$ cat src/verilog/pgrr_pkg.sv
// Purpose: shared constants for the power-good and register-reset block
// Assumes: 125 MHz clock, 32-bit plain register port
// Notes: rail vectors are ordered core, graphics, ram, 1v8, 1v24, memory
package pgrr_pkg;
  localparam int RAIL_N = 6;
  localparam int CORE = 0;
  localparam int GFX = 1;
  localparam int RAM = 2;
  localparam int R1V8 = 3;
  localparam int R1V24 = 4;
  localparam int MEM = 5;
  localparam int VC_W = 7;
  localparam int MV_W = 11;
  localparam int MODE_W = 4;
  localparam int EVT_W = 5;
  localparam int ADDR_W = 8;
  localparam int DATA_W = 32;

  localparam logic [ADDR_W-1:0] A_CTRL = 8'h00;
  localparam logic [ADDR_W-1:0] A_FMASK = 8'h04;
  localparam logic [ADDR_W-1:0] A_MODE = 8'h08;
  localparam logic [ADDR_W-1:0] A_CORE_VC = 8'h0c;
  localparam logic [ADDR_W-1:0] A_GFX_VC = 8'h10;
  localparam logic [ADDR_W-1:0] A_STATUS = 8'h14;
  localparam logic [ADDR_W-1:0] A_IRQ_ST = 8'h18;
  localparam logic [ADDR_W-1:0] A_IRQ_MSK = 8'h1c;

  // control register bits
  localparam int B_SOFT_SHUTDOWN_BIT = 0;
  localparam int B_AUX_ON = 1;

  // interrupt event bits
  localparam int E_RRG_FALL = 0;
  localparam int E_PWROK_FALL = 1;
  localparam int E_REG_RST = 2;
  localparam int E_FAULT = 3;
  localparam int E_VC_RST = 4;

  localparam logic [RAIL_N-1:0] FMASK_RST = 6'h00;
  localparam logic [MODE_W-1:0] MODE_RST = 4'h0;
  localparam logic [EVT_W-1:0] IRQ_MSK_RST = 5'h00;
  localparam logic [VC_W-1:0] VC_OFF = 7'h00;
  localparam logic [VC_W-1:0] VC_SAT = 7'h76;
  localparam logic [MV_W-1:0] MV_OFF = 11'h000;
  localparam logic [MV_W-1:0] MV_BASE = 11'h1ea;
  localparam logic [MV_W-1:0] MV_STEP = 11'h00a;
endpackage

$ cat src/verilog/pgrr_sync.sv
// Purpose: two-stage synchroniser for a vector of pin levels
// Assumes: inputs are quasi-static levels, not buses
// Notes: stage one feeds stage two only
`timescale 1ns/1ns
module pgrr_sync #(
  parameter int WIDTH = 8,
  parameter logic [WIDTH-1:0] INIT = '0
) (
  input wire logic clk_i,
  input wire logic rst_i,
  input wire logic ce_i,
  input wire logic [WIDTH-1:0] d_i,
  output logic [WIDTH-1:0] q_o
);
  logic [WIDTH-1:0] meta_reg;

  always_ff @(posedge clk_i)
  begin
    if (rst_i)
    begin
      meta_reg <= INIT;
      q_o <= INIT;
    end
    else if (ce_i)
    begin
      meta_reg <= d_i;
      q_o <= meta_reg;
    end
  end
endmodule

$ cat src/verilog/pgrr_top.sv
// Purpose: power-good trees and register-reset control of the pmic
// Assumes: pins asynchronous; dvs flags and register port on CLK_I
// Notes: software registers live here; analog loops are outside
`timescale 1ns/1ns
module pgrr_top
  import pgrr_pkg::*;
#(
  parameter logic [VC_W-1:0] CORE_VC_RST = 7'h38,
  parameter logic [VC_W-1:0] GFX_VC_RST = 7'h33,
  parameter logic AUX_ON_RST = 1'b0
) (
  input wire logic CLK_I,
  input wire logic SYS_RST_I,
  input wire logic CE_I,
  input wire logic SUPPLY_OK_I,
  input wire logic SUPPLY_LOW_I,
  input wire logic CHIP_EN_I,
  input wire logic THERMAL_TRIP_N_I,
  input wire logic SLEEP_S4_N_I,
  input wire logic SLEEP_S3_N_I,
  input wire logic SLEEP_S0IX_N_I,
  input wire logic CRIT_TEMP_I,
  input wire logic [RAIL_N-1:0] RAIL_GOOD_I,
  input wire logic [RAIL_N-1:0] RAIL_FAULT_I,
  input wire logic [RAIL_N-1:0] DVS_ACTIVE_I,
  input wire logic [ADDR_W-1:0] ADDR_I,
  input wire logic [DATA_W-1:0] WDATA_I,
  input wire logic WR_I,
  input wire logic RD_I,
  output logic [DATA_W-1:0] RDATA_O,
  output logic RESUME_RESET_GOOD_N_O,
  output logic PLATFORM_POWER_OK_O,
  output logic [RAIL_N-1:0] PWM_FORCE_O,
  output logic [MV_W-1:0] CORE_MV_O,
  output logic [MV_W-1:0] GFX_MV_O,
  output logic REG_RESET_O,
  output logic SHUTDOWN_O,
  output logic IRQ_O
);
  localparam int SYNC_W = 2 * RAIL_N + 8;
  // all-low start: no falling edge and no supply-low cause can follow reset
  localparam logic [SYNC_W-1:0] SYNC_INIT = '0;

  function automatic logic [MV_W-1:0] vc_to_mv(input logic [VC_W-1:0] vc);
    logic [VC_W-1:0] c;
    c = (vc >= VC_SAT) ? VC_SAT : vc;
    if (vc == VC_OFF)
      vc_to_mv = MV_OFF;
    else
      vc_to_mv = MV_W'(MV_BASE + MV_STEP * MV_W'(c));
  endfunction

  // edge decodes shared by the reset, vcode and hand-over logic
  function automatic logic fell(input logic was, input logic cur);
    fell = was & ~cur;
  endfunction

  function automatic logic rose(input logic was, input logic cur);
    rose = ~was & cur;
  endfunction

  logic [SYNC_W-1:0] pin_sync;
  logic [SYNC_W-1:0] pin_prev_reg;
  logic sup_ok;
  logic sup_low;
  logic en;
  logic trip_n;
  logic s4_n;
  logic s3_n;
  logic s0ix_n;
  logic crit;
  logic [RAIL_N-1:0] good;
  logic [RAIL_N-1:0] fault;
  logic en_prev;
  logic trip_prev;
  logic s3_prev;
  logic s0ix_prev;
  logic crit_prev;
  logic [RAIL_N-1:0] rail_ok;
  logic trip_ok;
  logic base_q;
  logic rrg_q;
  logic pwrok_q;
  logic unmasked_fault;
  logic soft_shutdown_bit_wr;
  logic reg_rst;
  logic vc_rst;
  logic rrg_fall;
  logic pwrok_fall;
  logic trip_armed_reg;
  logic core_moved_reg;
  logic aux_on_reg;
  logic [RAIL_N-1:0] fmask_reg;
  logic [MODE_W-1:0] mode_reg;
  logic [VC_W-1:0] core_vc_reg;
  logic [VC_W-1:0] gfx_vc_reg;
  logic [EVT_W-1:0] irq_st_reg;
  logic [EVT_W-1:0] irq_msk_reg;
  logic [EVT_W-1:0] evt;
  logic [DATA_W-1:0] rd_next;

  // every pin crosses two flops before any tree or edge decode reads it
  pgrr_sync #(
    .WIDTH(SYNC_W),
    .INIT(SYNC_INIT)
  ) u_sync (
    .clk_i(CLK_I),
    .rst_i(SYS_RST_I),
    .ce_i(CE_I),
    .d_i({RAIL_FAULT_I, RAIL_GOOD_I, CRIT_TEMP_I, SLEEP_S0IX_N_I,
          SLEEP_S3_N_I, SLEEP_S4_N_I, THERMAL_TRIP_N_I, CHIP_EN_I,
          SUPPLY_LOW_I, SUPPLY_OK_I}),
    .q_o(pin_sync)
  );

  assign sup_ok = pin_sync[0];
  assign sup_low = pin_sync[1];
  assign en = pin_sync[2];
  assign trip_n = pin_sync[3];
  assign s4_n = pin_sync[4];
  assign s3_n = pin_sync[5];
  assign s0ix_n = pin_sync[6];
  assign crit = pin_sync[7];
  assign good = pin_sync[8 +: RAIL_N];
  assign fault = pin_sync[8+RAIL_N +: RAIL_N];
  assign en_prev = pin_prev_reg[2];
  assign trip_prev = pin_prev_reg[3];
  assign s3_prev = pin_prev_reg[5];
  assign s0ix_prev = pin_prev_reg[6];
  assign crit_prev = pin_prev_reg[7];

  always_ff @(posedge CLK_I)
  begin
    if (SYS_RST_I)
      pin_prev_reg <= SYNC_INIT;
    else if (CE_I)
      pin_prev_reg <= pin_sync;
  end

  // a rail in a voltage transition counts as good
  assign rail_ok = good | DVS_ACTIVE_I;
  assign unmasked_fault = |(fault & ~fmask_reg);
  assign trip_ok = trip_n | ~trip_armed_reg;
  // any fault drops the trees even if masked from register reset
  assign base_q = sup_ok & en & trip_ok & ~(|fault);
  assign rrg_q = base_q & (rail_ok[CORE] | core_moved_reg)
               & rail_ok[R1V8] & rail_ok[R1V24];
  assign pwrok_q = rrg_q & s4_n & s3_n & rail_ok[MEM] & rail_ok[RAM]
                 & rail_ok[GFX] & (rail_ok[CORE] | ~core_moved_reg);

  assign soft_shutdown_bit_wr = WR_I & (ADDR_I == A_CTRL) & WDATA_I[B_SOFT_SHUTDOWN_BIT];
  assign reg_rst = sup_low
                 | (fell(en_prev, en) & ~aux_on_reg)
                 | (fell(trip_prev, trip_n) & RESUME_RESET_GOOD_N_O)
                 | unmasked_fault
                 | rose(crit_prev, crit)
                 | soft_shutdown_bit_wr;
  assign vc_rst = fell(s0ix_prev, s0ix_n) | fell(s3_prev, s3_n);
  assign rrg_fall = RESUME_RESET_GOOD_N_O & ~rrg_q;
  assign pwrok_fall = PLATFORM_POWER_OK_O & ~pwrok_q;

  // outputs registered: one cycle after qualifier loss, no filter
  always_ff @(posedge CLK_I)
  begin
    if (SYS_RST_I)
    begin
      RESUME_RESET_GOOD_N_O <= 1'b0;
      PLATFORM_POWER_OK_O <= 1'b0;
    end
    else if (CE_I)
    begin
      RESUME_RESET_GOOD_N_O <= rrg_q;
      PLATFORM_POWER_OK_O <= pwrok_q;
    end
  end

  always_ff @(posedge CLK_I)
  begin
    if (SYS_RST_I)
      trip_armed_reg <= 1'b0;
    else if (CE_I && RESUME_RESET_GOOD_N_O)
      trip_armed_reg <= 1'b1;
  end

  // enable rise re-opens the first power-ok window
  always_ff @(posedge CLK_I)
  begin
    if (SYS_RST_I)
      core_moved_reg <= 1'b0;
    else if (CE_I)
    begin
      if (rose(en_prev, en))
        core_moved_reg <= 1'b0;
      else if (PLATFORM_POWER_OK_O)
        core_moved_reg <= 1'b1;
    end
  end

  always_ff @(posedge CLK_I)
  begin
    if (SYS_RST_I)
    begin
      REG_RESET_O <= 1'b0;
      SHUTDOWN_O <= 1'b0;
    end
    else if (CE_I)
    begin
      REG_RESET_O <= reg_rst;
      SHUTDOWN_O <= soft_shutdown_bit_wr | rose(crit_prev, crit);
    end
  end

  // register reset beats a write in the same cycle
  always_ff @(posedge CLK_I)
  begin
    if (SYS_RST_I || (CE_I && reg_rst))
    begin
      aux_on_reg <= AUX_ON_RST;
      fmask_reg <= FMASK_RST;
      mode_reg <= MODE_RST;
      irq_msk_reg <= IRQ_MSK_RST;
    end
    else if (CE_I && WR_I)
    begin
      if (ADDR_I == A_CTRL)
        aux_on_reg <= WDATA_I[B_AUX_ON];
      else if (ADDR_I == A_FMASK)
        fmask_reg <= WDATA_I[RAIL_N-1:0];
      else if (ADDR_I == A_MODE)
        mode_reg <= WDATA_I[MODE_W-1:0];
      else if (ADDR_I == A_IRQ_MSK)
        irq_msk_reg <= WDATA_I[EVT_W-1:0];
    end
  end

  always_ff @(posedge CLK_I)
  begin
    if (SYS_RST_I || (CE_I && (reg_rst || vc_rst)))
    begin
      core_vc_reg <= CORE_VC_RST;
      gfx_vc_reg <= GFX_VC_RST;
    end
    else if (CE_I && WR_I)
    begin
      if (ADDR_I == A_CORE_VC)
        core_vc_reg <= WDATA_I[VC_W-1:0];
      else if (ADDR_I == A_GFX_VC)
        gfx_vc_reg <= WDATA_I[VC_W-1:0];
    end
  end

  // core and graphics bits tied low: no force path exists
  always_ff @(posedge CLK_I)
  begin
    if (SYS_RST_I)
    begin
      PWM_FORCE_O <= '0;
      CORE_MV_O <= MV_OFF;
      GFX_MV_O <= MV_OFF;
    end
    else if (CE_I)
    begin
      PWM_FORCE_O <= {mode_reg, 2'b00};
      CORE_MV_O <= vc_to_mv(core_vc_reg);
      GFX_MV_O <= vc_to_mv(gfx_vc_reg);
    end
  end

  assign evt[E_RRG_FALL] = rrg_fall;
  assign evt[E_PWROK_FALL] = pwrok_fall;
  assign evt[E_REG_RST] = reg_rst;
  assign evt[E_FAULT] = |fault;
  assign evt[E_VC_RST] = vc_rst;

  // set wins over write-one-to-clear; status survives register reset
  always_ff @(posedge CLK_I)
  begin
    if (SYS_RST_I)
      irq_st_reg <= '0;
    else if (CE_I)
    begin
      if (WR_I && ADDR_I == A_IRQ_ST)
        irq_st_reg <= (irq_st_reg & ~WDATA_I[EVT_W-1:0]) | evt;
      else
        irq_st_reg <= irq_st_reg | evt;
    end
  end

  always_ff @(posedge CLK_I)
  begin
    if (SYS_RST_I)
      IRQ_O <= 1'b0;
    else if (CE_I)
      IRQ_O <= |(irq_st_reg & irq_msk_reg);
  end

  always_comb
  begin
    rd_next = '0;
    if (ADDR_I == A_CTRL)
      rd_next[B_AUX_ON] = aux_on_reg;
    else if (ADDR_I == A_FMASK)
      rd_next[RAIL_N-1:0] = fmask_reg;
    else if (ADDR_I == A_MODE)
      rd_next[MODE_W-1:0] = mode_reg;
    else if (ADDR_I == A_CORE_VC)
      rd_next[VC_W-1:0] = core_vc_reg;
    else if (ADDR_I == A_GFX_VC)
      rd_next[VC_W-1:0] = gfx_vc_reg;
    else if (ADDR_I == A_STATUS)
      rd_next[3:0] = {core_moved_reg, trip_armed_reg,
                      PLATFORM_POWER_OK_O, RESUME_RESET_GOOD_N_O};
    else if (ADDR_I == A_IRQ_ST)
      rd_next[EVT_W-1:0] = irq_st_reg;
    else if (ADDR_I == A_IRQ_MSK)
      rd_next[EVT_W-1:0] = irq_msk_reg;
  end

  // data stand only in the cycle after the read strobe
  always_ff @(posedge CLK_I)
  begin
    if (SYS_RST_I)
      RDATA_O <= '0;
    else if (CE_I)
      RDATA_O <= RD_I ? rd_next : '0;
  end
endmodule
$ cat config.mk
export PLATFORM = sky130hd
export DESIGN_NAME = pgrr_top
export DESIGN_NICKNAME = d
export VERILOG_FILES = /design/src/verilog/pgrr_pkg.sv /design/src/verilog/pgrr_sync.sv /design/src/verilog/pgrr_top.sv
export SDC_FILE = /design/constraint.sdc
export NUM_CORES = 1
export LEC_CHECK = 0
export ABC_AREA = 1
export BUFFER_PORTS_ARGS = -buffer_cell sky130_fd_sc_hd__buf_2
export CAP_MARGIN = 20
export CORE_MARGIN = 3
export CORE_UTILIZATION = 55
export CTS_BUF_LIST = sky130_fd_sc_hd__clkbuf_4
export CTS_CLUSTER_DIAMETER = 150
export DETAILED_ROUTE_END_ITERATION = 16
export PLACE_DENSITY = 0.8
export SYNTH_ARGS = -nofsm -noshare
export SYNTH_HDL_FRONTEND = slang
export SYNTH_HIERARCHICAL = 1
export SYNTH_SLANG_ARGS = --single-unit
$ cat constraint.sdc
create_clock -name CLK_I -period 5.45 [get_ports CLK_I]
set_input_delay 1.09 -clock CLK_I [delete_from_list [all_inputs] [get_ports CLK_I]]
set_output_delay 1.09 -clock CLK_I [all_outputs]
set_load 0.01 [all_outputs]
==> results.md, run 1 <==
* Cell Int Power at between 1 and 1.5 mW
* First-pass GRT wire length at 23960 um
* Layout cells sized above 1 at between 10% and 20%
* Post-route ant nets at 0
* CP arrival at around 3.4 ns
* Static Leak at approximately 3.4 nW
* Nets at between 1000 and 1500
* H-tree depth at 4
* Prevailing post-synth register cell: dfxtp_1
* Global-route met1 utilization at 29.12%
* Yosys warnings at 6
* Final Setup Violations at 0
* Via count at ~5800
* Register Area at 2362 um^2
* Starting Density at a little under three fifths
* Sequential power share at a little over half
* Clock buffer depth at 2
* Area delta synth->final at 8.654%
* Die width at ~110 um
* Antenna cells at 0
* TritonCTS clock tree: done
* Maxcap violations at 0
* Avg Inst Size Synth at about 6.8 um^2
* Drc violations at 0
* CP Capture Type: flop
* Synth area leaders: dfxtp_1, nand2_1, inv_1
* Worst-case hold slack at between 0.4 and 0.5 ns
* Setup bufs post-CTS at 0
* Slew @ Worst Pin at roughly 0.84 ns
* Footprint of the multi-input gates at between 3000 and 4000 um^2
* Number of port buffers at 81
* Highest clock rate at around 330 MHz
* Gr usage total at between 20 and 25%
* Yosys top cell by area: dfxtp_1
* Final Util at a little over three fifths
* Setup CP Type: flop to flop
* Met2 Resource Use GR at between 30% and 40%
* DR WL/cell at between 10 and 15 um
* Total Routed Length at approximately 14000 um
* Chip Height at about 110 um
* Post-route minimum period at around 3.0 ns
* Vias in the first global route at between 5000 and 6000
* Synth async-reset ratio at 0%
* Comb power frac at 10.4%
* Cells resized by post-CTS repair at 0
* Fillers at around 1100
* Synthesized flop and latch total at 118
* Final RePlAce weighted congestion at between 0.9 and 1
* Pins Over Slew Limit at 0
* Core Area at 11080 um^2
* First DRT Iteration DRCs at 337
* Hold Crit Class: flop to flop
* Sequential-to-total area share from yosys stat at between 30% and 40%
* Row cnt at 38
* Initial antenna violation count at 0
* GR Overflow Total at 0
* Outcome: finished clean
* Crit share post-route at a little over half
* Post-synth cell types at 46
* Vias per cell at around 5
* Maximum VDD drop at 0.2047 mV
* Hold Vio Cnt, Final at 0
* Endpoint required time on the critical path at slightly below 6 ns
* RSZ-0062 raised after global routing: no
* Clk pwr share at 35.8%
* Synthesized cell area at 6376 um^2
* Max-slew headroom at between 40% and 50%
* Number of synthesized flops with an enable pin at 0
* Reg clk slew, reported paths at around 0.1 ns
* Clock Tree Root: clkbuf_4
* Grt met3 use at under 10%
* HPWL Detailed at just over 10000 um
* Full die area at roughly 13000 um^2
* Hold bufs inserted after CTS at 0
* Net Sw Frac at a little over a quarter
* Largest net degree at the start of global routing at 47
* Worst-path fanout max at 7
* I/O pin count at 136
* CTS Sinks at around 120
* Most Crowded Layer GR: met2
* Setup_tns at 0 ns
* Skew-Pair Late Insertion Delay at between 0.5 and 0.6 ns
* Clock Skew at ~0.012 ns
* Total iterations of the first detailed-routing run at 5
* Switching power at 460.1 uW
* TritonCTS Buffers at 17
* Cell Pwr Density at between 200 and 250 nW/um^2
* CP startpoint kind: flop
* Share of the synthesized area in the top cell type at a little under two fifths
* Post-synthesis cell count at 936
[worst paths after layout]
kind | startpoint | end | slack (ns) | cells past startpoint
max | core_vc_reg[5] | CORE_MV_O[9] | 2.46 | 14
min | CORE_MV_O[8] | CORE_MV_O[8] | 0.47 | 2
max reg2reg | core_vc_reg[5] | CORE_MV_O[9] | 2.46 | 14
min reg2reg | CORE_MV_O[8] | CORE_MV_O[8] | 0.47 | 2
[power groups by stage]
stage	registers, mW	clock network, mW	logic, mW
2_1_floorplan	0.935	0	0.142
3_3_place_gp	0.934	0	0.173
3_5_place_dp	0.935	0	0.174
4_1_cts	0.915	0.622	0.175
5_1_grt	0.920	0.663	0.204
6_report	0.915	0.608	0.177
[area by class of cell]
class | count | share of cell area, %
Inverter | 122 | 6.682
Tap cell | 140 | 2.528
Clock inverter | 10 | 1.553
Timing Repair Buffer | 85 | 6.574
Sequential cell | 118 | 34.10
Clock buffer | 21 | 2.276
Multi-Input combinational cell | 658 | 46.29
[cells by family (layout without fill, tap and decap cells)]
family                   after synthesis  after routing  share of synthesized area [%]
adder cells (fa/ha/maj)               22             22                          4.553
flip-flops                           118            118                          37.05
AND/OR/NAND/NOR                      454            454                          30.00
AO/OA/AOI/OAI                        146            146                          13.07
buffers and inverters                188            238                          14.31
other                                  1             29                        0.05881
XOR/XNOR                               7              7                         0.9616
[synth_stat cells, types with 2 or more instances]
master	n
ha_1	20
nor2_2	5
o21ai_0	36
or2_2	2
nand3_1	60
o2111ai_1	8
nand2_1	239
nand3_2	2
o211ai_1	5
nor2_1	115
fa_1	2
xnor2_1	4
nor3_1	3
a21oi_2	10
clkbuf_1	14
a21oi_1	75
buf_2	7
xor2_1	3
buf_6	6
buf_4	35
nand4_1	14
inv_1	117
buf_1	3
o22ai_1	5
dfxtp_1	118
inv_2	3
nand2_2	4
o21ai_1	2
nor4_1	2
[critical path, cell delays in order, from the launching register on]
cell	delay (ns)
dfxtp_1	0.52
nand2_1	0.08
nor2_1	0.09
nand2_1	0.11
nand2_1	0.08
inv_1	0.05
ha_1	0.29
ha_1	0.25
fa_1	0.41
xnor2_1	0.28
and3_1	0.26
nand2_1	0.08
o21ai_0	0.18
nand3_1	0.09
a21oi_1	0.13
[through the flow]
step                      power [mW]  setup WS, ns  instance area (um^2)  instances
after global placement         1.106         2.464                  6635       1122
after floorplan                1.076         2.894                  6481        964
after detailed placement       1.109         2.457                  6635       1122
final                          1.700         2.464                  6928       1154
after global routing           1.786         2.088                  6928       1154
after CTS                      1.713         2.486                  6900       1153
[cells in the final DEF, fill, tap and decap left out, types with 2 or more instances in the layout]
| master | n |
|---|---|
| o2111ai_1 | 8 |
| nor2_2 | 5 |
| nand3_1 | 60 |
| nor4_1 | 2 |
| bufinv_16 | 2 |
| clkinv_2 | 2 |
| o21ai_1 | 2 |
| nor3_1 | 3 |
| a21oi_2 | 10 |
| buf_4 | 3 |
| clkinvlp_4 | 4 |
| fa_1 | 2 |
| xnor2_1 | 4 |
| nand4_1 | 14 |
| o21ai_0 | 36 |
| nand3_2 | 2 |
| ha_1 | 20 |
| nand2_1 | 239 |
| buf_2 | 81 |
| inv_1 | 117 |
| clkbuf_4 | 21 |
| conb_1 | 29 |
| inv_2 | 3 |
| clkinv_1 | 3 |
| nand2_2 | 4 |
| o211ai_1 | 5 |
| or2_2 | 2 |
| xor2_1 | 3 |
| a21oi_1 | 75 |
| dfxtp_1 | 118 |
| nor2_1 | 115 |
| o22ai_1 | 5 |
[metal layers]
layer  wire [um]  part of all wire, %
met1        6401                   45
met5           0                    0
met4         332                  2.3
met3         858                  6.0
met2        6621                   47
(Power assumes the default switching activity.)
==> run 2: changes to the inputs <==
- ABC_AREA: 1 -> 0
- PLACE_DENSITY: 0.8 -> 0.81
- clock period: 5.45 -> 2.75 ns (I/O delays scaled with it)
==> run 2 against run 1 <==
Effect of this change:
- critical endpoint is now GFX_MV_O[9]
- critical path type unchanged
- setup slack lost 2.5 ns
- final cell count shrank 19%
- via count down 6.6%
- combinational power increased by 85%
- synthesized cell count shrank 26%
- sequential cell count did not move
==> results.md, run 2 <==
* Outcome: finished clean
* Vias per cell at roughly 5.8
* Layout cells sized above 1 at about 26%
* Pre-CTS setup slack at -0.09968 ns
* Area delta synth->final at 15.76%
* Antenna cells at 0
* CTS Sinks at roughly 120
* Pins Over Slew Limit at 0
* Post-route ant nets at 0
* Final Setup Violations at 0
* Hold Crit Depth at 3
* H-tree depth at 4
* Top cells by count, synth: dfxtp_1, nor2_1, mux2i_1
* Crit path max-delay family: compound AO/OA/AOI/OAI gates
* Chip Height at approximately 110 um
* Number of synthesized flops with an enable pin at 0
* Synth async-reset ratio at 0%
* Static Leak at between 3 and 4 nW
* Avg Inst Size Synth at approximately 9 um^2
* CP startpoint kind: flop
* Worst Reg2Reg Path Length in Cells at 10
* Most frequent cells in the layout: dfxtp_1, nor2_1, mux2i_1
* Largest family of logic cells by synthesized area: simple AND/OR/NAND/NOR gates
* WP buf/inv at 1
* Setup CP Type: flop to flop
* Total Routed Length at 15940 um
* Post-synth cell types at between 70 and 80
* CP Capture Type: flop
* Synth area leaders: dfxtp_1, mux2i_1, nor2_1
* Crit share post-route at between 90% and 100%
* Post-Synth Adder-Cell Area at 4.639%
* Min setup slack post-route at ~0.00027 ns
* TritonCTS clock tree: done
* Cells along the critical path: buf_4, o21bai_2, ha_2, ha_4, fa_2, a21o_1, a21oi_2, xnor2_2, or4_1, a32o_1
* Maxcap violations at 0
* RSZ-0062 raised after global routing: yes
* Core Area at about 11000 um^2
* Post-synthesis cell count at approximately 690
* Sequential-to-total area share from yosys stat at 37.75%
* Skew-Pair Late Insertion Delay at ~0.54 ns
* HPWL Detailed at 11760 um
* Maximum VDD drop at 0.3466 mV
* Full die area at 12690 um^2
* Hold Vio Cnt, Final at 0
* XOR/XNOR Fraction of Synth Area at under 10%
* Most frequent cell after synthesis: dfxtp_1
* R2R Path Start: gfx_vc_reg[2]
* Max stage delay on crit path at between 0.5 and 0.6 ns
* Complex-gate fraction of the synthesized area at about 14%
* Highest clock rate at between 300 and 400 MHz
* Gr usage total at around a quarter
* Slowest cell on the critical path: or4_1
* Max-slew headroom at between 40% and 50%
* Clock buffer depth at 2
* Setup_tns at 0 ns
* CP arrival at between 3 and 4 ns
* I/O pin count at roughly 140
* Worst-path fanout max at 5
* GR Overflow Total at 0
* Yosys top cell by area: dfxtp_1
* Post-placement cell count at 905
* Hold EP: u_sync/meta_reg[3]
* Post-synthesis mux area share at around an eighth
* Nets at 879
* Initial antenna violation count at 0
* Starting Density at a little under three fifths
* Slew @ Worst Pin at between 0.8 and 0.9 ns
* Clock Skew at about 0.016 ns
* TritonCTS Buffers at 17
* Largest net degree at the start of global routing at slightly above 60
* Row cnt at 38
* Hold Crit Class: input port to flop
* Yosys warnings at 6
* Endpoint required time on the critical path at about 3.2 ns
* Reg clk slew, reported paths at roughly 0.11 ns
* Share of the synthesized area in the top cell type at between 30% and 40%
* Total iterations of the first detailed-routing run at 4
* First DRT Iteration DRCs at 355
* First-pass GRT wire length at 25340 um
* Worst min-delay path startpoint: THERMAL_TRIP_N_I
* Via count at 5406
* Clock Tree Root: clkbuf_4
* Commonest non-fill, non-tap cell in the layout: dfxtp_1
* Post-route minimum period at between 2 and 3 ns
* Drc violations at 0
* R2r endpoint: GFX_MV_O[9]
* Hold bufs inserted after CTS at 0
* Final RePlAce weighted congestion at about 1.0
* Die width at around 110 um
* Flop2flop setup slack at ~0.00027 ns
* Final cell count without fillers at around 940
* Cell Pwr Density at roughly 470 nW/um^2
* Prevailing post-synth register cell: dfxtp_1
* Synthesized flop and latch total at 118
* Number of port buffers at between 80 and 90
* Synth Area in Simple Gates at 19.78%
* Synthesized cell area at roughly 6300 um^2
* Vias in the first global route at ~5200
* DR WL/cell at around 17 um
## run 2: final cells by class
class                   instances  area [um^2]
clock inverters                15        178.9
fillers                       893         3740
multi-input cells             519         3664
well taps                     140        175.2
repair buffers                113        660.6
clock buffers                  17        127.6
inverters                      17        63.81
flip-flops and latches        118         2374
## run 2: where the power goes
group          switching [mW]  internal, mW
clock network           0.700         0.631
logic                   0.206         0.122
registers              0.0273          1.75
## run 2: per-layer routing
metal,GRT usage (%),up-vias,wire (um)
li1,-,2586,-
met1,30.66,2560,6558
met2,40.76,219,7778
met3,6.685,41,1154
met4,10.90,0,449
met5,0,-,0
## run 2: worst max path at each step
stage	startpoint	to	slack (ns)	depth (start not counted)
finish	gfx_vc_reg[2]	GFX_MV_O[9]	0.0003	10
global route	gfx_vc_reg[1]	GFX_MV_O[9]	-0.10	10
CTS	gfx_vc_reg[2]	GFX_MV_O[9]	-0.05	9
detailed placement	gfx_vc_reg[2]	GFX_MV_O[9]	-0.1	10
global placement	gfx_vc_reg[2]	GFX_MV_O[9]	-0.04	10
floorplan	gfx_vc_reg[6]	GFX_MV_O[9]	-0.04	11
## run 2: timing repair
item                       4_1_cts  5_1_grt
pin swaps                        7        5
setup buffers                    2        0
setup endpoints to repair        3        6
gates resized for setup          9       20
## run 2: kinds of logic (layout without fill, tap and decap cells)
kind of cell | count (synthesis) | after routing
AOI/OAI and AO/OA | 118 | 118
DFF | 118 | 118
buffers and inverters | 84 | 162
and+or+nand+nor | 253 | 253
xor gates and xnor gates | 15 | 15
other | 1 | 29
adders and majority gates | 22 | 22
muxes | 82 | 82
## run 2: worst register-to-register path, stage by stage (launching register included)
cell,delay (ns)
dfxtp_2,0.35
buf_4,0.15
o21bai_2,0.22
ha_2,0.22
ha_4,0.16
fa_2,0.36
a21o_1,0.18
a21oi_2,0.18
xnor2_2,0.08
or4_1,0.52
a32o_1,0.23
## run 2: per-stage QoR
| stage | power, mW | cell area, um^2 | utilization [%] | hold slack, ns |
|---|---|---|---|---|
| 4_1_cts | 3.469 | 7166 | 65.24 | 0.1910 |
| 6_report | 3.439 | 7243 | 65.95 | 0.2377 |
| 5_1_grt | 3.577 | 7243 | 65.95 | 0.2133 |
| 2_1_floorplan | 2.067 | 6466 | - | 0.4425 |
| 3_5_place_dp | 2.140 | 6813 | 62.03 | 0.4532 |
| 3_3_place_gp | 2.130 | 6813 | 62.03 | 0.4343 |
==> run 3: changes to the inputs <==
- CELL_PAD_IN_SITES_DETAIL_PLACEMENT: unset -> 1
- CELL_PAD_IN_SITES_GLOBAL_PLACEMENT: unset -> 2
- CORE_UTILIZATION: 55 -> 34
- PLACE_DENSITY: 0.81 -> unset
- PLACE_DENSITY_LB_ADDON: unset -> 0.1
==> run 3 against run 2 <==
Effect of this change:
- the flow now finishes with violations (negative setup slack)
- die area up 58%
- setup slack lost 0.053 ns
- critical path depth did not move
- count of clock-buffer cells in the layout rose by 2
- clock skew is 0.013 ns higher
- global-route usage fell by 6.2 points
- first-iteration DRC count shrank 44%
- register-to-register slack got worse by 0.05 ns
- critical endpoint unchanged
- largest cell class unchanged
==> results.md, run 3 (same netlist as run 2, synthesis figures left out) <==
* Outcome: finished with violations
* Violated checks: negative setup slack
* Row cnt at between 40 and 50
* Hold EP: u_sync/meta_reg[0]
* WP buf/inv at 0
* Final RePlAce weighted congestion at 0.8874
* Slowest cell on the critical path: or4_1
* Cell Pwr Density at about 480 nW/um^2
* Die width at 141.7 um
* Gr usage total at between 10% and 20%
* Worst min-delay path startpoint: SUPPLY_OK_I
* HPWL Detailed at 14080 um
* Maximum VDD drop at approximately 0.27 mV
* Clock buffer depth at 2
* Total Routed Length at ~19000 um
* Chip Height at roughly 140 um
* R2r endpoint: GFX_MV_O[9]
* Post-route minimum period at ~2.8 ns
* Max stage delay on crit path at 0.54 ns
* Cells along the critical path: a21oi_4, o21bai_4, ha_4, ha_4, fa_2, xor2_2, nor2_2, o21ai_1, or4_1, a32o_1
* Flop2flop setup slack at -0.05 ns
* Vias per cell at between 5 and 6
* Crit share post-route at 101.9%
* Static Leak at 3.146 nW
* Reg clk slew, reported paths at about 0.11 ns
* CP Capture Type: flop
* Crit path max-delay family: adder cells
* First-pass GRT wire length at 29490 um
* Endpoint required time on the critical path at 3.18 ns
* Initial antenna violation count at 0
* Skew-Pair Late Insertion Delay at about 0.55 ns
* Worst Reg2Reg Path Length in Cells at 10
* Highest clock rate at roughly 360 MHz
* Clock Skew at roughly 0.029 ns
* Hold Vio Cnt, Final at 0
* GR Overflow Total at 0
* Pre-CTS setup slack at -0.09797 ns
* Most frequent cells in the layout: dfxtp_1, nor2_1, mux2i_1
* Layout cells sized above 1 at between 20% and 30%
* H-tree depth at 4
* RSZ-0062 raised after global routing: yes
* Worst-case hold slack at about 0.24 ns
* TritonCTS Buffers at 17
* Total iterations of the first detailed-routing run at 4
* DR WL/cell at approximately 18 um
* R2R Path Start: gfx_vc_reg[2]
* Worst-path fanout max at 3
* Full die area at approximately 20000 um^2
* Commonest non-fill, non-tap cell in the layout: dfxtp_1
* CP startpoint kind: flop
* Number of port buffers at 81
* CP dominant cell by count: ha_4
* Post-route ant nets at 0
* Clock Tree Root: clkbuf_4
* Starting Density at between 30% and 40%
* Nets at 887
* Hold Crit Class: input port to flop
* Min setup slack post-route at -0.05256 ns
* Setup CP Type: flop to flop
* Final Setup Violations at 1
* First DRT Iteration DRCs at 200
* Area delta synth->final at 19.10%
* Slew @ Worst Pin at ~0.81 ns
* Max-slew headroom at between 40 and 50%
* Via count at about 5300
* TritonCTS clock tree: done
* Core Area at around 18000 um^2
* Pins Over Slew Limit at 0
* Antenna cells at 0
* Drc violations at 0
* CTS Sinks at roughly 120
* Hold Crit Depth at 3
* Maxcap violations at 0
* CP arrival at 3.23 ns
* I/O pin count at approximately 140
* Vias in the first global route at around 5400
* Largest net degree at the start of global routing at 60
## run 3: changes by cell type in the layout (fill, tap and decap cells not counted), moves of 3 or more
cell / previous run / this run
dfxtp_1: 109 / 112
dfxtp_2: 9 / 6
o21ai_2: 3 / 0
buf_4: 32 / 39
clkinvlp_4: 5 / 2
## run 3: worst max-delay path by stage
stage / to / startpoint / depth (start not counted) / slack [ns]
floorplan: GFX_MV_O[9] / gfx_vc_reg[6] / 11 / -0.04
global placement: GFX_MV_O[9] / gfx_vc_reg[2] / 10 / -0.05
detailed placement: GFX_MV_O[9] / gfx_vc_reg[2] / 10 / -0.1
CTS: GFX_MV_O[9] / gfx_vc_reg[6] / 11 / -0.005
global route: GFX_MV_O[9] / gfx_vc_reg[2] / 10 / -0.13
finish: GFX_MV_O[9] / gfx_vc_reg[2] / 10 / -0.05
## run 3: worst min-delay path: stages
cell,delay (ns)
buf_2,0.07
mux2i_1,0.05
nor2_1,0.07
## run 3: repair_timing
action                                  CTS  global route
cloned                                    0             0
buffers inserted                          3             0
resized for setup                        10            16
hold buffers                              0             0
pin swaps                                12            11
endpoints found under the setup margin    3             6
## run 3: power by group
part | total (mW) | switching, mW | leakage (nW) | internal [mW]
Clock | 1.44 | 0.698 | 0.168 | 0.740
Combinational | 0.337 | 0.213 | 2.02 | 0.125
Sequential | 1.78 | 0.0270 | 0.960 | 1.75
## run 3: area by class of cell
type / instances / area (um^2)
clock inverters: 13 / 178.9
repair buffers: 121 / 733.2
fillers: 2123 / 10200
multi-input cells: 519 / 3682
flip-flops and latches: 118 / 2370
well taps: 225 / 281.5
inverters: 17 / 63.81
clock buffers: 19 / 142.6
## run 3: metal layers
layer / GRT usage, % / routed length, um / up-vias
li1: - / - / 2592
met5: 0 / 0 / -
met1: 23.89 / 8394 / 2599
met2: 32.05 / 9271 / 91
met4: 5.455 / 345 / 0
met3: 3.337 / 674 / 20
## run 3: per-stage QoR
| stage | total power [mW] | std cells | util, % | area (um^2) | setup TNS, ns |
|---|---|---|---|---|---|
| detailed placement | 2.161 | 997 | 39.56 | 6984 | -0.1424 |
| global route | 3.742 | 1032 | 42.21 | 7452 | -0.2079 |
| finish | 3.555 | 1032 | 42.21 | 7452 | -0.05256 |
| global placement | 2.151 | 997 | 39.56 | 6984 | -0.04898 |
| floorplan | 2.067 | 721 | - | 6466 | -0.03528 |
| CTS | 3.614 | 1032 | 41.76 | 7373 | -0.004708 |
